$ cat src/pkg/qdl_map.svh
// strobe timing counts and field widths for the quad latch host
`ifndef QDL_MAP_SVH
`define QDL_MAP_SVH
`define QDL_CLK_NS      40
`define QDL_DATA_W      12
`define QDL_CH_W        2
`define QDL_CH_LAST     2'h3
// times in ns, least times rounded up to whole clocks
`define QDL_TLW_NS      80
`define QDL_TCH_NS      50
`define QDL_TCW_NS      100
`define QDL_TLH_NS      15
`define QDL_THOLD_NS    15
`define QDL_TLW_CYC     ((`QDL_TLW_NS + `QDL_CLK_NS - 1) / `QDL_CLK_NS)
`define QDL_TCH_CYC     ((`QDL_TCH_NS + `QDL_CLK_NS - 1) / `QDL_CLK_NS)
`define QDL_TCW_CYC     ((`QDL_TCW_NS + `QDL_CLK_NS - 1) / `QDL_CLK_NS)
`define QDL_TLH_CYC     ((`QDL_TLH_NS + `QDL_CLK_NS - 1) / `QDL_CLK_NS)
`define QDL_THOLD_CYC   ((`QDL_THOLD_NS + `QDL_CLK_NS - 1) / `QDL_CLK_NS)
`define QDL_CNT_W       3
`endif

$ cat src/pkg/qdl_pkg.sv
// types for the quad latch host
package qdl_pkg;
    typedef enum logic [1:0] {
        QDL_OP_PRELOAD,
        QDL_OP_LOAD_UPDATE,
        QDL_OP_UPDATE_ALL,
        QDL_OP_SEQ_UPDATE
    } qdl_op_t;
    typedef enum logic [2:0] {
        QDL_IDLE,
        QDL_SETUP,
        QDL_LS_LOW,
        QDL_CS_HIGH_WAIT,
        QDL_HOLD,
        QDL_NEXT
    } qdl_state_t;
endpackage

$ cat src/rtl/qdl_host.sv
// host that drives the quad converter latch strobes
`include "qdl_map.svh"
module qdl_host
    import qdl_pkg::*;
(
    input  wire logic                   i_sys_clk,
    input  wire logic                   i_rstn,
    input  wire logic                   i_start,
    input  wire qdl_op_t                i_op,
    input  wire logic [`QDL_CH_W-1:0]   i_ch,
    input  wire logic [`QDL_DATA_W-1:0] i_word0,
    input  wire logic [`QDL_DATA_W-1:0] i_word1,
    input  wire logic [`QDL_DATA_W-1:0] i_word2,
    input  wire logic [`QDL_DATA_W-1:0] i_word3,
    input  wire logic                   i_zero,
    output logic                        o_busy,
    output logic                        o_done,
    output logic                        o_cs_n,
    output logic                        o_latch_strobe_n,
    output logic                        o_range_word_select_n,
    output logic                        o_passthrough_n,
    output logic                        o_readback_n,
    output logic                        o_reset_n,
    output logic                        o_channel_addr0,
    output logic                        o_channel_addr1,
    output logic [`QDL_DATA_W-1:0]      o_data
);
    qdl_state_t                state_r;
    qdl_op_t                   op_r;
    logic [`QDL_CH_W-1:0]      ch_r;
    logic                      multi_r;
    logic                      long_cs_r;
    logic [`QDL_DATA_W-1:0]    word_r [4];
    logic                      tm_load;
    logic [`QDL_CNT_W-1:0]     tm_count;
    logic                      tm_done;

    qdl_timer u_timer (
        .i_sys_clk (i_sys_clk),
        .i_rstn    (i_rstn),
        .i_load    (tm_load),
        .i_count   (tm_count),
        .o_done    (tm_done)
    );

    ////////////////////////////////////////////////////////////////////
    // phase timing
    always_comb begin
        tm_load  = 1'b0;
        tm_count = '0;
        unique case (state_r)
            QDL_IDLE: begin
                tm_load  = i_start && i_rstn;
                // preload times the cs low width, the others the strobe low
                tm_count = (i_op == QDL_OP_PRELOAD) ?
                           `QDL_CNT_W'(`QDL_TCW_CYC) :
                           `QDL_CNT_W'(`QDL_TLW_CYC);
            end
            QDL_LS_LOW: begin
                tm_load  = tm_done;
                tm_count = `QDL_CNT_W'(`QDL_TCH_CYC);
            end
            QDL_CS_HIGH_WAIT: begin
                tm_load  = tm_done;
                tm_count = `QDL_CNT_W'(`QDL_THOLD_CYC);
            end
            QDL_SETUP, QDL_HOLD: begin
                tm_load  = 1'b0;
                tm_count = '0;
            end
            QDL_NEXT: begin
                // rearm strobe low time for the next channel of a walk
                tm_load  = multi_r && (ch_r != `QDL_CH_LAST);
                tm_count = `QDL_CNT_W'(`QDL_TLW_CYC);
            end
        endcase
    end

    ////////////////////////////////////////////////////////////////////
    // word capture
    always_ff @(posedge i_sys_clk) begin
        if (!i_rstn) begin
            op_r      <= QDL_OP_PRELOAD;
            multi_r   <= 1'b0;
            long_cs_r <= 1'b0;
            for (int i = 0; i < 4; i++) begin
                word_r[i] <= '0;
            end
        end else if (state_r == QDL_IDLE && i_start) begin
            op_r      <= i_op;
            // walk all four channels in turn
            multi_r   <= (i_op == QDL_OP_SEQ_UPDATE);
            long_cs_r <= 1'b0;
            word_r[0] <= i_word0;
            word_r[1] <= i_word1;
            word_r[2] <= i_word2;
            word_r[3] <= i_word3;
        end
    end

    ////////////////////////////////////////////////////////////////////
    // sequencer
    always_ff @(posedge i_sys_clk) begin
        if (!i_rstn) begin
            state_r <= QDL_IDLE;
            ch_r    <= '0;
        end else begin
            unique case (state_r)
                QDL_IDLE: begin
                    if (i_start) begin
                        state_r <= QDL_SETUP;
                        ch_r    <= (i_op == QDL_OP_SEQ_UPDATE) ? '0 : i_ch;
                    end
                end
                QDL_SETUP: state_r <= QDL_LS_LOW;
                QDL_LS_LOW: begin
                    if (tm_done) begin
                        state_r <= QDL_CS_HIGH_WAIT;
                    end
                end
                QDL_CS_HIGH_WAIT: begin
                    if (tm_done) begin
                        state_r <= QDL_HOLD;
                    end
                end
                QDL_HOLD: state_r <= QDL_NEXT;
                QDL_NEXT: begin
                    if (multi_r && ch_r != `QDL_CH_LAST) begin
                        ch_r    <= ch_r + 1'b1;
                        state_r <= QDL_SETUP;
                    end else begin
                        state_r <= QDL_IDLE;
                    end
                end
            endcase
        end
    end

    ////////////////////////////////////////////////////////////////////
    // pin drive
    always_ff @(posedge i_sys_clk) begin
        if (!i_rstn) begin
            o_cs_n           <= 1'b1;
            o_latch_strobe_n <= 1'b1;
            o_channel_addr0  <= 1'b0;
            o_channel_addr1  <= 1'b0;
            o_data           <= '0;
        end else begin
            unique case (state_r)
                QDL_IDLE: begin
                    o_cs_n           <= 1'b1;
                    o_latch_strobe_n <= 1'b1;
                end
                QDL_SETUP: begin
                    // strobe falls with cs except on update-all, where it stays high through the same strobe low wait
                    o_cs_n           <= 1'b0;
                    o_latch_strobe_n <= (op_r == QDL_OP_UPDATE_ALL);
                    o_channel_addr0  <= ch_r[0];
                    o_channel_addr1  <= ch_r[1];
                    o_data           <= word_r[ch_r];
                end
                QDL_LS_LOW: begin
                    if (tm_done) begin
                        if (op_r == QDL_OP_PRELOAD) begin
                            o_cs_n <= 1'b1;
                        end else begin
                            o_latch_strobe_n <= 1'b1;
                        end
                    end
                end
                QDL_CS_HIGH_WAIT: begin
                    if (tm_done) begin
                        o_cs_n           <= 1'b1;
                        o_latch_strobe_n <= 1'b1;
                    end
                end
                QDL_HOLD, QDL_NEXT: begin
                    o_cs_n           <= 1'b1;
                    o_latch_strobe_n <= 1'b1;
                end
            endcase
        end
    end

    ////////////////////////////////////////////////////////////////////
    // static controls and status
    always_ff @(posedge i_sys_clk) begin
        if (!i_rstn) begin
            o_range_word_select_n <= 1'b1;
            o_passthrough_n       <= 1'b1;
            o_readback_n          <= 1'b1;
            o_reset_n             <= 1'b0;
            o_busy                <= 1'b0;
            o_done                <= 1'b0;
        end else begin
            o_range_word_select_n <= 1'b1;
            o_passthrough_n       <= 1'b1;
            o_readback_n          <= 1'b1;
            o_reset_n             <= !i_zero;
            o_busy                <= (state_r != QDL_IDLE) || i_start;
            o_done                <= (state_r == QDL_NEXT) &&
                                     !(multi_r && ch_r != `QDL_CH_LAST);
        end
    end
endmodule // qdl_host

$ cat src/rtl/qdl_timer.sv
// down counter for strobe phase lengths
`include "qdl_map.svh"
module qdl_timer
    import qdl_pkg::*;
(
    input  wire logic                  i_sys_clk,
    input  wire logic                  i_rstn,
    input  wire logic                  i_load,
    input  wire logic [`QDL_CNT_W-1:0] i_count,
    output logic                       o_done
);
    logic [`QDL_CNT_W-1:0] cnt_r;

    always_ff @(posedge i_sys_clk) begin
        if (!i_rstn) begin
            cnt_r <= '0;
        end else if (i_load) begin
            cnt_r <= i_count;
        end else if (cnt_r != '0) begin
            cnt_r <= cnt_r - 1'b1;
        end
    end

    // plain count test: the caller reloads on done, so no load term here
    assign o_done = (cnt_r == '0);
endmodule // qdl_timer

$ cat config.mk
export PLATFORM = sky130hd
export DESIGN_NAME = qdl_host
export DESIGN_NICKNAME = d
export VERILOG_FILES = /design/src/pkg/qdl_pkg.sv /design/src/rtl/qdl_host.sv /design/src/rtl/qdl_timer.sv
export VERILOG_INCLUDE_DIRS = /design/src /design/src/pkg
export SDC_FILE = /design/constraint.sdc
export NUM_CORES = 1
export LEC_CHECK = 0
export ABC_AREA = 1
export BUFFER_PORTS_ARGS = -buffer_cell sky130_fd_sc_hd__buf_4
export CORE_ASPECT_RATIO = 1.4
export CORE_MARGIN = 2
export CORE_UTILIZATION = 58
export DETAILED_ROUTE_END_ITERATION = 6
export PLACE_DENSITY = 0.87
export SETUP_SLACK_MARGIN = 0.3
export SLEW_MARGIN = 20
export SYNTH_ARGS = -nofsm -noshare
export SYNTH_HDL_FRONTEND = slang
export SYNTH_HIERARCHICAL = 1
export SYNTH_SLANG_ARGS = --single-unit
$ cat constraint.sdc
create_clock -name i_sys_clk -period 7.33 [get_ports i_sys_clk]
set_clock_uncertainty 0.2 [all_clocks]
set_input_delay 0.3665 -clock i_sys_clk [delete_from_list [all_inputs] [get_ports i_sys_clk]]
set_output_delay 0.3665 -clock i_sys_clk [all_outputs]
set_load 0.005 [all_outputs]
Word-level counts from Yosys, hierarchy flattened
Memory sizes are Yosys's and may differ from the RTL's. A register that Yosys moved wholly into a read port is not among the register bits.
Cells that the tools add are included.

word-level totals
  register bits after elaboration = 18
  latch bits = 0
  RAM bits = 48
  bits in read-only memories = 0
  input port bits = 56
  output and inout port bits = 22
  word-level logic and storage cells = 86
  memories kept = 1

cells by class
  $add $sub $neg = 2
  $mul = 0
  div/mod/pow operators = 0
  $lt $le $gt $ge = 0
  equal/unequal tests = 14
  shift operators = 0
  muxes and demuxes = 29
  bitwise gates (word level) = 4
  reduce and logical (&&, ||, !) cells = 24

memory list
  memory  depth  width  read ports  clocked after memory_dff  write ports  line            source
  word_r  4      12     1           1                         4            qdl_host.sv:33  logic [`QDL_DATA_W-1:0] word_r [4];

operator list
  cell                                                                   count
  12-bit 2-to-1 mux                                                      4
  3-bit one-hot mux with 6 select lines                                  1
  3-bit 2-to-1 mux                                                       5
  2-bit != test, second input constant                                   7
  1-bit one-hot mux with 4 select lines                                  3
  3-bit one-hot mux with 4 select lines                                  1
  3-bit AND reduction                                                    4
  1-bit 2-to-1 mux                                                       11
  3-bit by 2-bit equality test with 1-bit output, second input constant  2
  3-bit equality test, second input constant                             2
  3-bit logical NOT                                                      2
  2-bit 2-to-1 mux                                                       3
  3-bit nonzero test                                                     2
  2-bit OR reduction                                                     3
  2-bit equality test, second input constant                             2
  1-bit logical AND                                                      4
  2-bit logical NOT                                                      2
  1-bit OR                                                               4
  2-bit one-hot mux with 2 select lines                                  1
  2-bit nonzero test                                                     2
  3-bit by 1-bit equality test with 1-bit output, second input constant  1
  1-bit logical NOT                                                      3
  3-bit OR reduction                                                     1
  3-bit by 1-bit subtractor with 3-bit output, second input constant     1
  other kinds (2)                                                        2

Longest topological paths before layout
Gate-level depths: netlist of run 1.

  depth in word-level cells = 6
  gate-level depth with buffers = 12
  depth with buffers taken out = 12

Modules after synthesis
Netlist of run 1, hierarchy kept.

modules (own cells, without submodules)
  module     instances  cells each  area an instance (µm²)  sequential area each (µm²)
  qdl_host   1          419         3465.8                  1981.9
  qdl_timer  1          29          200.2                   60.1

Worst setup path before layout of run 1
No wires, ideal clock.

  kind = register to register
  start point = reg state_r[0]
  end point = mem word_r[0][0] in the netlist's numbering (enable)
  library setup time = 0.409 ns
  arrival = 1.720 ns
  path slack = 5.001 ns
  cell stages (with the launch flop) = 4
  path buffers = 0
  cells stage by stage = dfxtp_1 > nor2_2 > nand3_1 > nand2_1

RTL lines
  item                    line             source
  start, declared         qdl_host.sv:28   qdl_state_t state_r;
  start signal, assigned  qdl_host.sv:105  state_r <= QDL_IDLE;
  start signal, assigned  qdl_host.sv:111  state_r <= QDL_SETUP;
  start signal, assigned  qdl_host.sv:115  QDL_SETUP: state_r <= QDL_LS_LOW;
  end, declared           qdl_host.sv:33

Worst setup path after layout of run 1
  start point = reg ch_r[0]
  end point = reg u_timer.cnt_r[1]

between the ends
  longest elaborated chain between the ends = 4

RTL lines
  item                                                           line             source
  start, declared                                                qdl_host.sv:30   logic [`QDL_CH_W-1:0] ch_r;
  start signal, assigned                                         qdl_host.sv:112  ch_r <= (i_op == QDL_OP_SEQ_UPDATE) ? '0 : i_ch;
  start signal, assigned                                         qdl_host.sv:129  ch_r <= ch_r + 1'b1;
  2-bit != test (no line) *                                      -
  1-bit logical AND *                                            qdl_host.sv:73   tm_load = multi_r && (ch_r != `QDL_CH_LAST);
  1-bit one-hot mux with 4 select lines *                        qdl_host.sv:51   unique case (state_r)
  net tm_load                                                    qdl_host.sv:34   logic tm_load;
  3-bit 2-to-1 mux / 2-bit nonzero test (equally long branches)  -
  end signal, assigned                                           qdl_timer.sv:18  cnt_r <= i_count;
  end signal, assigned                                           qdl_timer.sv:20  cnt_r <= cnt_r - 1'b1;
  end, declared                                                  qdl_timer.sv:12  logic [`QDL_CNT_W-1:0] cnt_r;

The timed path passes the listed nets; every way through them passes the cells marked *.
A chain may end at the register's enable or synchronous reset.

==> flow_summary.json, run 1 <==
{
  "p_int_mw": 1.047,
  "synthSimpleGateAreaFrac_pct": 18.50,
  "busiest_layer": "met2",
  "p_seq_share_pct": 43.2,
  "io_pins": 78,
  "path_max_fanout": 33,
  "rsz0062_at_grt": "no",
  "die_y_microns": 98.07,
  "die_x_microns": 71.19,
  "pwr-share-clk_pct": 23.2,
  "initial_utilization_pct": 59.43,
  "slew_headroom_pct": 31.60,
  "grt-ovfl-total": 0,
  "area_growth_pct": 22.35,
  "ys_types": 30,
  "cp-end-kind": "register",
  "drtPass1Iterations": 5,
  "synth_top_area_share_pct": 39.32,
  "power.density_nw_per_um2": 363.1,
  "fin_tns_setup_ns": 0,
  "yosysMostFrequentCell": "inv_1",
  "htree_num_levels": 3,
  "drt.antenna.violating_nets": 0,
  "die_area_sq_um": 6982,
  "fmax_ghz": 0.4010,
  "vias": 3019,
  "swShare_pct": 35.75,
  "post-route-util_pct": 72.72,
  "gr-usage-met3_pct": 4.025,
  "layout_min_cycle_time_ns": 2.494,
  "crit_required_ns": 7.37,
  "synth_flop_cell": "edfxtp_1",
  "synth-xor-area-share_pct": 0.2389,
  "globalplace.congestion": 0.8918,
  "cts_buffers": 9,
  "maxSlewViolCount": 0,
  "synth_cells": 448,
  "cts_tree": "yes",
  "place.port_buffers": 74,
  "num_rows": 34,
  "synthTopCellsByArea": "edfxtp_1 (39%), dfxtp_1 (16%), inv_1 (9.8%), nor2_1 (9.5%), o21ai_0 (5.1%)",
  "synth_top_family_by_area": "simple AND/OR/NAND/NOR gates",
  "dp_hpwl_microns": 5248,
  "drt-total-wl_microns": 7532,
  "use_met1_pct": 25.98,
  "vias_per_cell": 5.074,
  "grt_start_max_net_pins": 52,
  "cts_buffer_depth": 2,
  "cts_hold_buf": 1,
  "ys_seq_area_share_pct": 55.70,
  "synth_compound_area_share_pct": 11.13,
  "post_cts_resized": 0,
  "status": "completed",
  "grt_pass1_vias": 2871,
  "synthMuxAreaShare_pct": 0,
  "synth_fa_ha_area_share_pct": 1.024,
  "ir_drop_mv": 0.2112,
  "fin_nets": 577,
  "drtIter0Drc": 204,
  "cts_root_buffer": "clkbuf_8",
  "fillCellCount": 467,
  "path_clk_slew_ns": 0.08,
  "tightest_slew_ns": 1.025,
  "ys_ff_latch": 78,
  "cp-start-kind": "register",
  "place_inst": 578,
  "leakage_nw": 2.254,
  "post_cts_buffers": 0,
  "stdcell_count": 595,
  "drc": 0,
  "diodes": 0,
  "setup_violations": 0,
  "insertion_delay_ns": 0.34,
  "antenna_found_initial": 0,
  "synthTopCellsByCount": "inv_1 (96), nor2_1 (93), edfxtp_1 (48), nand2_1 (44), o21ai_0 (37)",
  "grt_pass1_wl_microns": 12300,
  "synth_area_per_cell_sq_um": 8.183,
  "grt_usage_pct": 22.55,
  "arrival_ns": 2.54,
  "syn_area_sq_um": 3666,
  "core_sq_um": 6168,
  "period_share_pct": 34.02,
  "synth-edff-count": 48,
  "global_route.usage.met2_pct": 38.75,
  "hold_viol_final": 0,
  "layout-drive-gt1-share_pct": 20.08,
  "async_reset_ff_share_pct": 0,
  "cap_violations": 0,
  "power_frac_comb_pct": 33.6,
  "yosysWarnings": 6,
  "finalPower_mw": 1.629,
  "p_sw_uw": 582.4,
  "crit_type": "reg -> reg",
  "post_drt_wl_per_cell_microns": 12.66,
  "cts_num_sinks": 78,
  "hold_path_class": "in -> reg",
  "synth_top_area_cell": "edfxtp_1"
}
[kinds of logic (layout without fill, tap and decap cells)]
| family | count (synthesis) | in the layout |
|---|---|---|
| buf+inv | 123 | 196 |
| simple gates | 162 | 162 |
| other cells | 2 | 4 |
| fa+ha+maj | 3 | 3 |
| compound gates | 79 | 79 |
| xor+xnor | 1 | 1 |
| flops | 78 | 78 |
[registers in the layout, indices dropped and copies added (netlist names), 2 cells and up]
| name | cells |
|---|---|
| word_r | 48 |
| ch_r | 2 |
| o_data | 12 |
| state_r | 3 |
| u_timer/cnt_r | 3 |
| op_r | 2 |
[worst max-delay path, cell delays in order (launching register included)]
cell and delay [ns]:
dfxtp_1 1.00, ha_1 0.29, nor2_1 0.08, a22oi_1 0.19
o21ai_1 0.19, inv_2 0.12, nand3_2 0.10, o21ai_0 0.16
nor2_1 0.06
[power by group through the flow]
stage                     logic, mW  clock network (mW)  registers [mW]
after floorplan               0.405                   0           0.668
after global placement        0.517                   0           0.707
after detailed placement      0.540                   0           0.714
after CTS                     0.546               0.382           0.705
after global routing          0.625               0.397           0.720
final                         0.547               0.378           0.704
[layer usage]
layer / up-vias / routed length [microns]
li1: 1522 / -
met1: 1374 / 2891
met2: 105 / 4011
met3: 18 / 402
met4: 0 / 227
met5: - / 0
[layout make-up]
class	instances	area, sq um	share of cell area [%]
clock inverter	7	111.4	2.483
sequential	78	2042	45.52
timing repair buffer	76	573.1	12.78
clock buffer	9	123.9	2.762
multi-input combinational	249	1155	25.75
tap	72	90.09	2.008
inverter	104	390.4	8.703
[metrics by stage]
step	hold slack, ns	setup WS (ns)	cell area (sq um)
floorplan	0.2389	5.001	3674
global placement	0.2442	4.967	4235
detailed placement	0.2599	4.870	4235
CTS	0.03858	4.870	4481
global route	0.06758	4.546	4486
finish	0.05109	4.836	4486
[layout by cell type (no fill, tap or decap), types with 2 or more instances in the layout]
cell,count
clkbuf_8,9
nand3_2,3
nand4_1,3
edfxtp_1,48
dfxtp_1,30
bufinv_16,3
inv_1,96
buf_4,75
nand3_1,12
nor2_1,93
o21ai_0,37
inv_2,7
conb_1,4
ha_1,3
nand2_1,43
a21oi_1,17
nand2_4,2
o21ai_1,19
clkinv_1,3
nand3b_1,2
o22ai_1,2
[path summary, 6_finish.rpt]
| kind | start | endpoint | slack, ns | depth (start not counted) |
|---|---|---|---|---|
| max | ch_r[0]$_SDFFE_PN0P_ | u_timer/cnt_r[1]$_SDFFE_PN0P_ | 4.84 | 8 |
| min | i_op[0] | multi_r$_SDFFE_PN0P_ | 0.05 | 3 |
| min reg2reg | o_channel_addr1$_SDFFE_PN0N_ | o_channel_addr1$_SDFFE_PN0N_ | 0.27 | 2 |
| max reg2reg | ch_r[0]$_SDFFE_PN0P_ | u_timer/cnt_r[1]$_SDFFE_PN0P_ | 4.84 | 8 |
Note: power is estimated with default switching activity, not from simulation.
==> run 2, diff against run 1 <==
--- a/config.mk
+++ b/config.mk
@@ -10,9 +10,9 @@
 export BUFFER_PORTS_ARGS = -buffer_cell sky130_fd_sc_hd__buf_4
 export CORE_ASPECT_RATIO = 1.4
 export CORE_MARGIN = 2
-export CORE_UTILIZATION = 58
+export CORE_UTILIZATION = 49
 export DETAILED_ROUTE_END_ITERATION = 6
-export PLACE_DENSITY = 0.87
+export PLACE_DENSITY = 0.79
 export SETUP_SLACK_MARGIN = 0.3
 export SLEW_MARGIN = 20
 export SYNTH_ARGS = -nofsm -noshare
==> constraint.sdc (replaced) <==
create_clock -name i_sys_clk -period 2.17 [get_ports i_sys_clk]
set_clock_uncertainty 0.2 [all_clocks]
set_input_delay 0.1085 -clock i_sys_clk [delete_from_list [all_inputs] [get_ports i_sys_clk]]
set_output_delay 0.1085 -clock i_sys_clk [all_outputs]
set_load 0.005 [all_outputs]
==> flow_summary.json, run 2 (synthesized netlist as in run 1, its figures left out) <==
{
  "insertion_delay_ns": 0.35,
  "post-route-util_pct": 69.55,
  "initial_utilization_pct": 50.12,
  "path_clk_slew_ns": 0.08,
  "grt_pass1_wl_microns": 13720,
  "largest_reg_flops": 48,
  "grt_usage_pct": 21.54,
  "ir_drop_mv": 0.5840,
  "vias_per_cell": 4.823,
  "worst-r2r-setup-slack_ns": 0.40,
  "die_area_sq_um": 8199,
  "core_sq_um": 7315,
  "leakage_nw": 2.487,
  "diodes": 0,
  "period_share_pct": 81.61,
  "vias": 3270,
  "cp-end-kind": "register",
  "cp-start-kind": "register",
  "grt_pass1_vias": 3121,
  "post_drt_wl_per_cell_microns": 12.76,
  "crit_buf_inv": 3,
  "hold_viol_final": 0,
  "reg.largest.list": "word_r (48), o_data (12)",
  "io_pins": 78,
  "drtIter0Drc": 254,
  "arrival_ns": 1.84,
  "die_x_microns": 77.10,
  "cap_violations": 0,
  "setup_violations": 0,
  "fin_nets": 635,
  "critPathMaxStageDelay_ns": 0.37,
  "cts_buffers": 9,
  "die_y_microns": 106.3,
  "power.density_nw_per_um2": 1081,
  "hold_path_class": "in -> reg",
  "cts_buffer_depth": 2,
  "layout-drive-gt1-share_pct": 20.65,
  "num_rows": 37,
  "grt_start_max_net_pins": 47,
  "globalplace.congestion": 0.8917,
  "crit_chain": "inv_2 -> nor2_4 -> nand2_2 -> nand2_1 -> inv_1 -> nand3_2 -> o21ai_4 -> inv_2 -> nand3_4 -> nand2_1 -> a21oi_1",
  "timing.hold.ws_ns": 0.02618,
  "drt.antenna.violating_nets": 0,
  "fmax_ghz": 0.5647,
  "htree_num_levels": 3,
  "cts_root_buffer": "clkbuf_8",
  "cp_slowest_cell": "dfxtp_4",
  "cts_num_sinks": 78,
  "place.port_buffers": 74,
  "largest_register": "word_r",
  "area_growth_pct": 38.77,
  "drtPass1Iterations": 5,
  "drt-total-wl_microns": 8652,
  "status": "completed",
  "final_cell_mix": "inv_1 (96), nor2_1 (92), buf_4 (79), dlygate4sd3_1 (53), edfxtp_1 (48)",
  "fin_tns_setup_ns": 0,
  "cts_tree": "yes",
  "crit_family": "simple AND/OR/NAND/NOR gates",
  "final_common_cell": "inv_1",
  "stdcell_count": 678,
  "dp_hpwl_microns": 5188,
  "antenna_found_initial": 0,
  "drc": 0,
  "crit_type": "reg -> reg",
  "grt-ovfl-total": 0,
  "path_max_fanout": 6,
  "layout_min_cycle_time_ns": 1.771,
  "rsz0062_at_grt": "no",
  "crit_required_ns": 2.24,
  "place_inst": 608,
  "maxSlewViolCount": 0
}
## run 2: path summary, 6_finish.rpt
check,from,to,cells after the start
max,state_r[0]$_SDFFE_PN0P_,u_timer/cnt_r[2]$_SDFFE_PN0P_,11
min,i_start,ch_r[0]$_SDFFE_PN0P_,6
max reg2reg,state_r[0]$_SDFFE_PN0P_,u_timer/cnt_r[2]$_SDFFE_PN0P_,11
min reg2reg,o_channel_addr1$_SDFFE_PN0N_,o_channel_addr1$_SDFFE_PN0N_,2
## run 2: routing by layer
metal  GRT usage (%)  share of wire [%]  up-vias
li1                -                  -     1638
met1           22.69                 38     1492
met2           39.60                 53      111
met3           3.056                4.6       29
met4           14.03                4.2        0
met5               0                  0        -
## run 2: metrics by stage
| stage | setup slack (ns) | instance area (sq um) | total power [mW] |
|---|---|---|---|
| 6_report | 0.3991 | 5087 | 5.502 |
| 5_1_grt | 0.2828 | 5087 | 5.882 |
| 4_1_cts | 0.3410 | 5032 | 5.395 |
| 3_5_place_dp | 0.1711 | 4317 | 4.295 |
| 3_3_place_gp | 0.3100 | 4317 | 4.195 |
| 2_1_floorplan | 0.3048 | 3676 | 3.624 |
## run 2: repair_timing
| action | CTS | global route |
|---|---|---|
| gates cloned | 0 | 0 |
| pin swaps | 0 | 3 |
| buffers inserted | 0 | 1 |
| endpoints found under the setup margin | 3 | 6 |
| gates resized for setup | 4 | 14 |
| hold endpoints to repair | 60 | 0 |
| hold buffers | 53 | 0 |
## run 2: layout make-up
class / count / area (sq um)
inverter: 104 / 390.4
sequential: 78 / 2052
multi-input combinational: 249 / 1190
clock buffer: 9 / 123.9
fill: 578 / 2227
clock inverter: 7 / 55.05
timing repair buffer: 134 / 1155
tap: 97 / 121.4
## run 2: where the power goes
part	internal, mW	leakage, nW	switching [mW]	total [mW]
clock network	0.512	0.0929	0.508	1.02
logic	0.880	1.63	1.33	2.21
registers	2.06	0.763	0.204	2.27
total	3.46	2.49	2.05	5.50
## run 2: tightest hold or removal path: stages
cell and delay [ns]:
buf_4 0.11, nor2_1 0.05, nor2_1 0.08, nand3_1 0.08, nand2_1 0.07, nor2_1 0.04
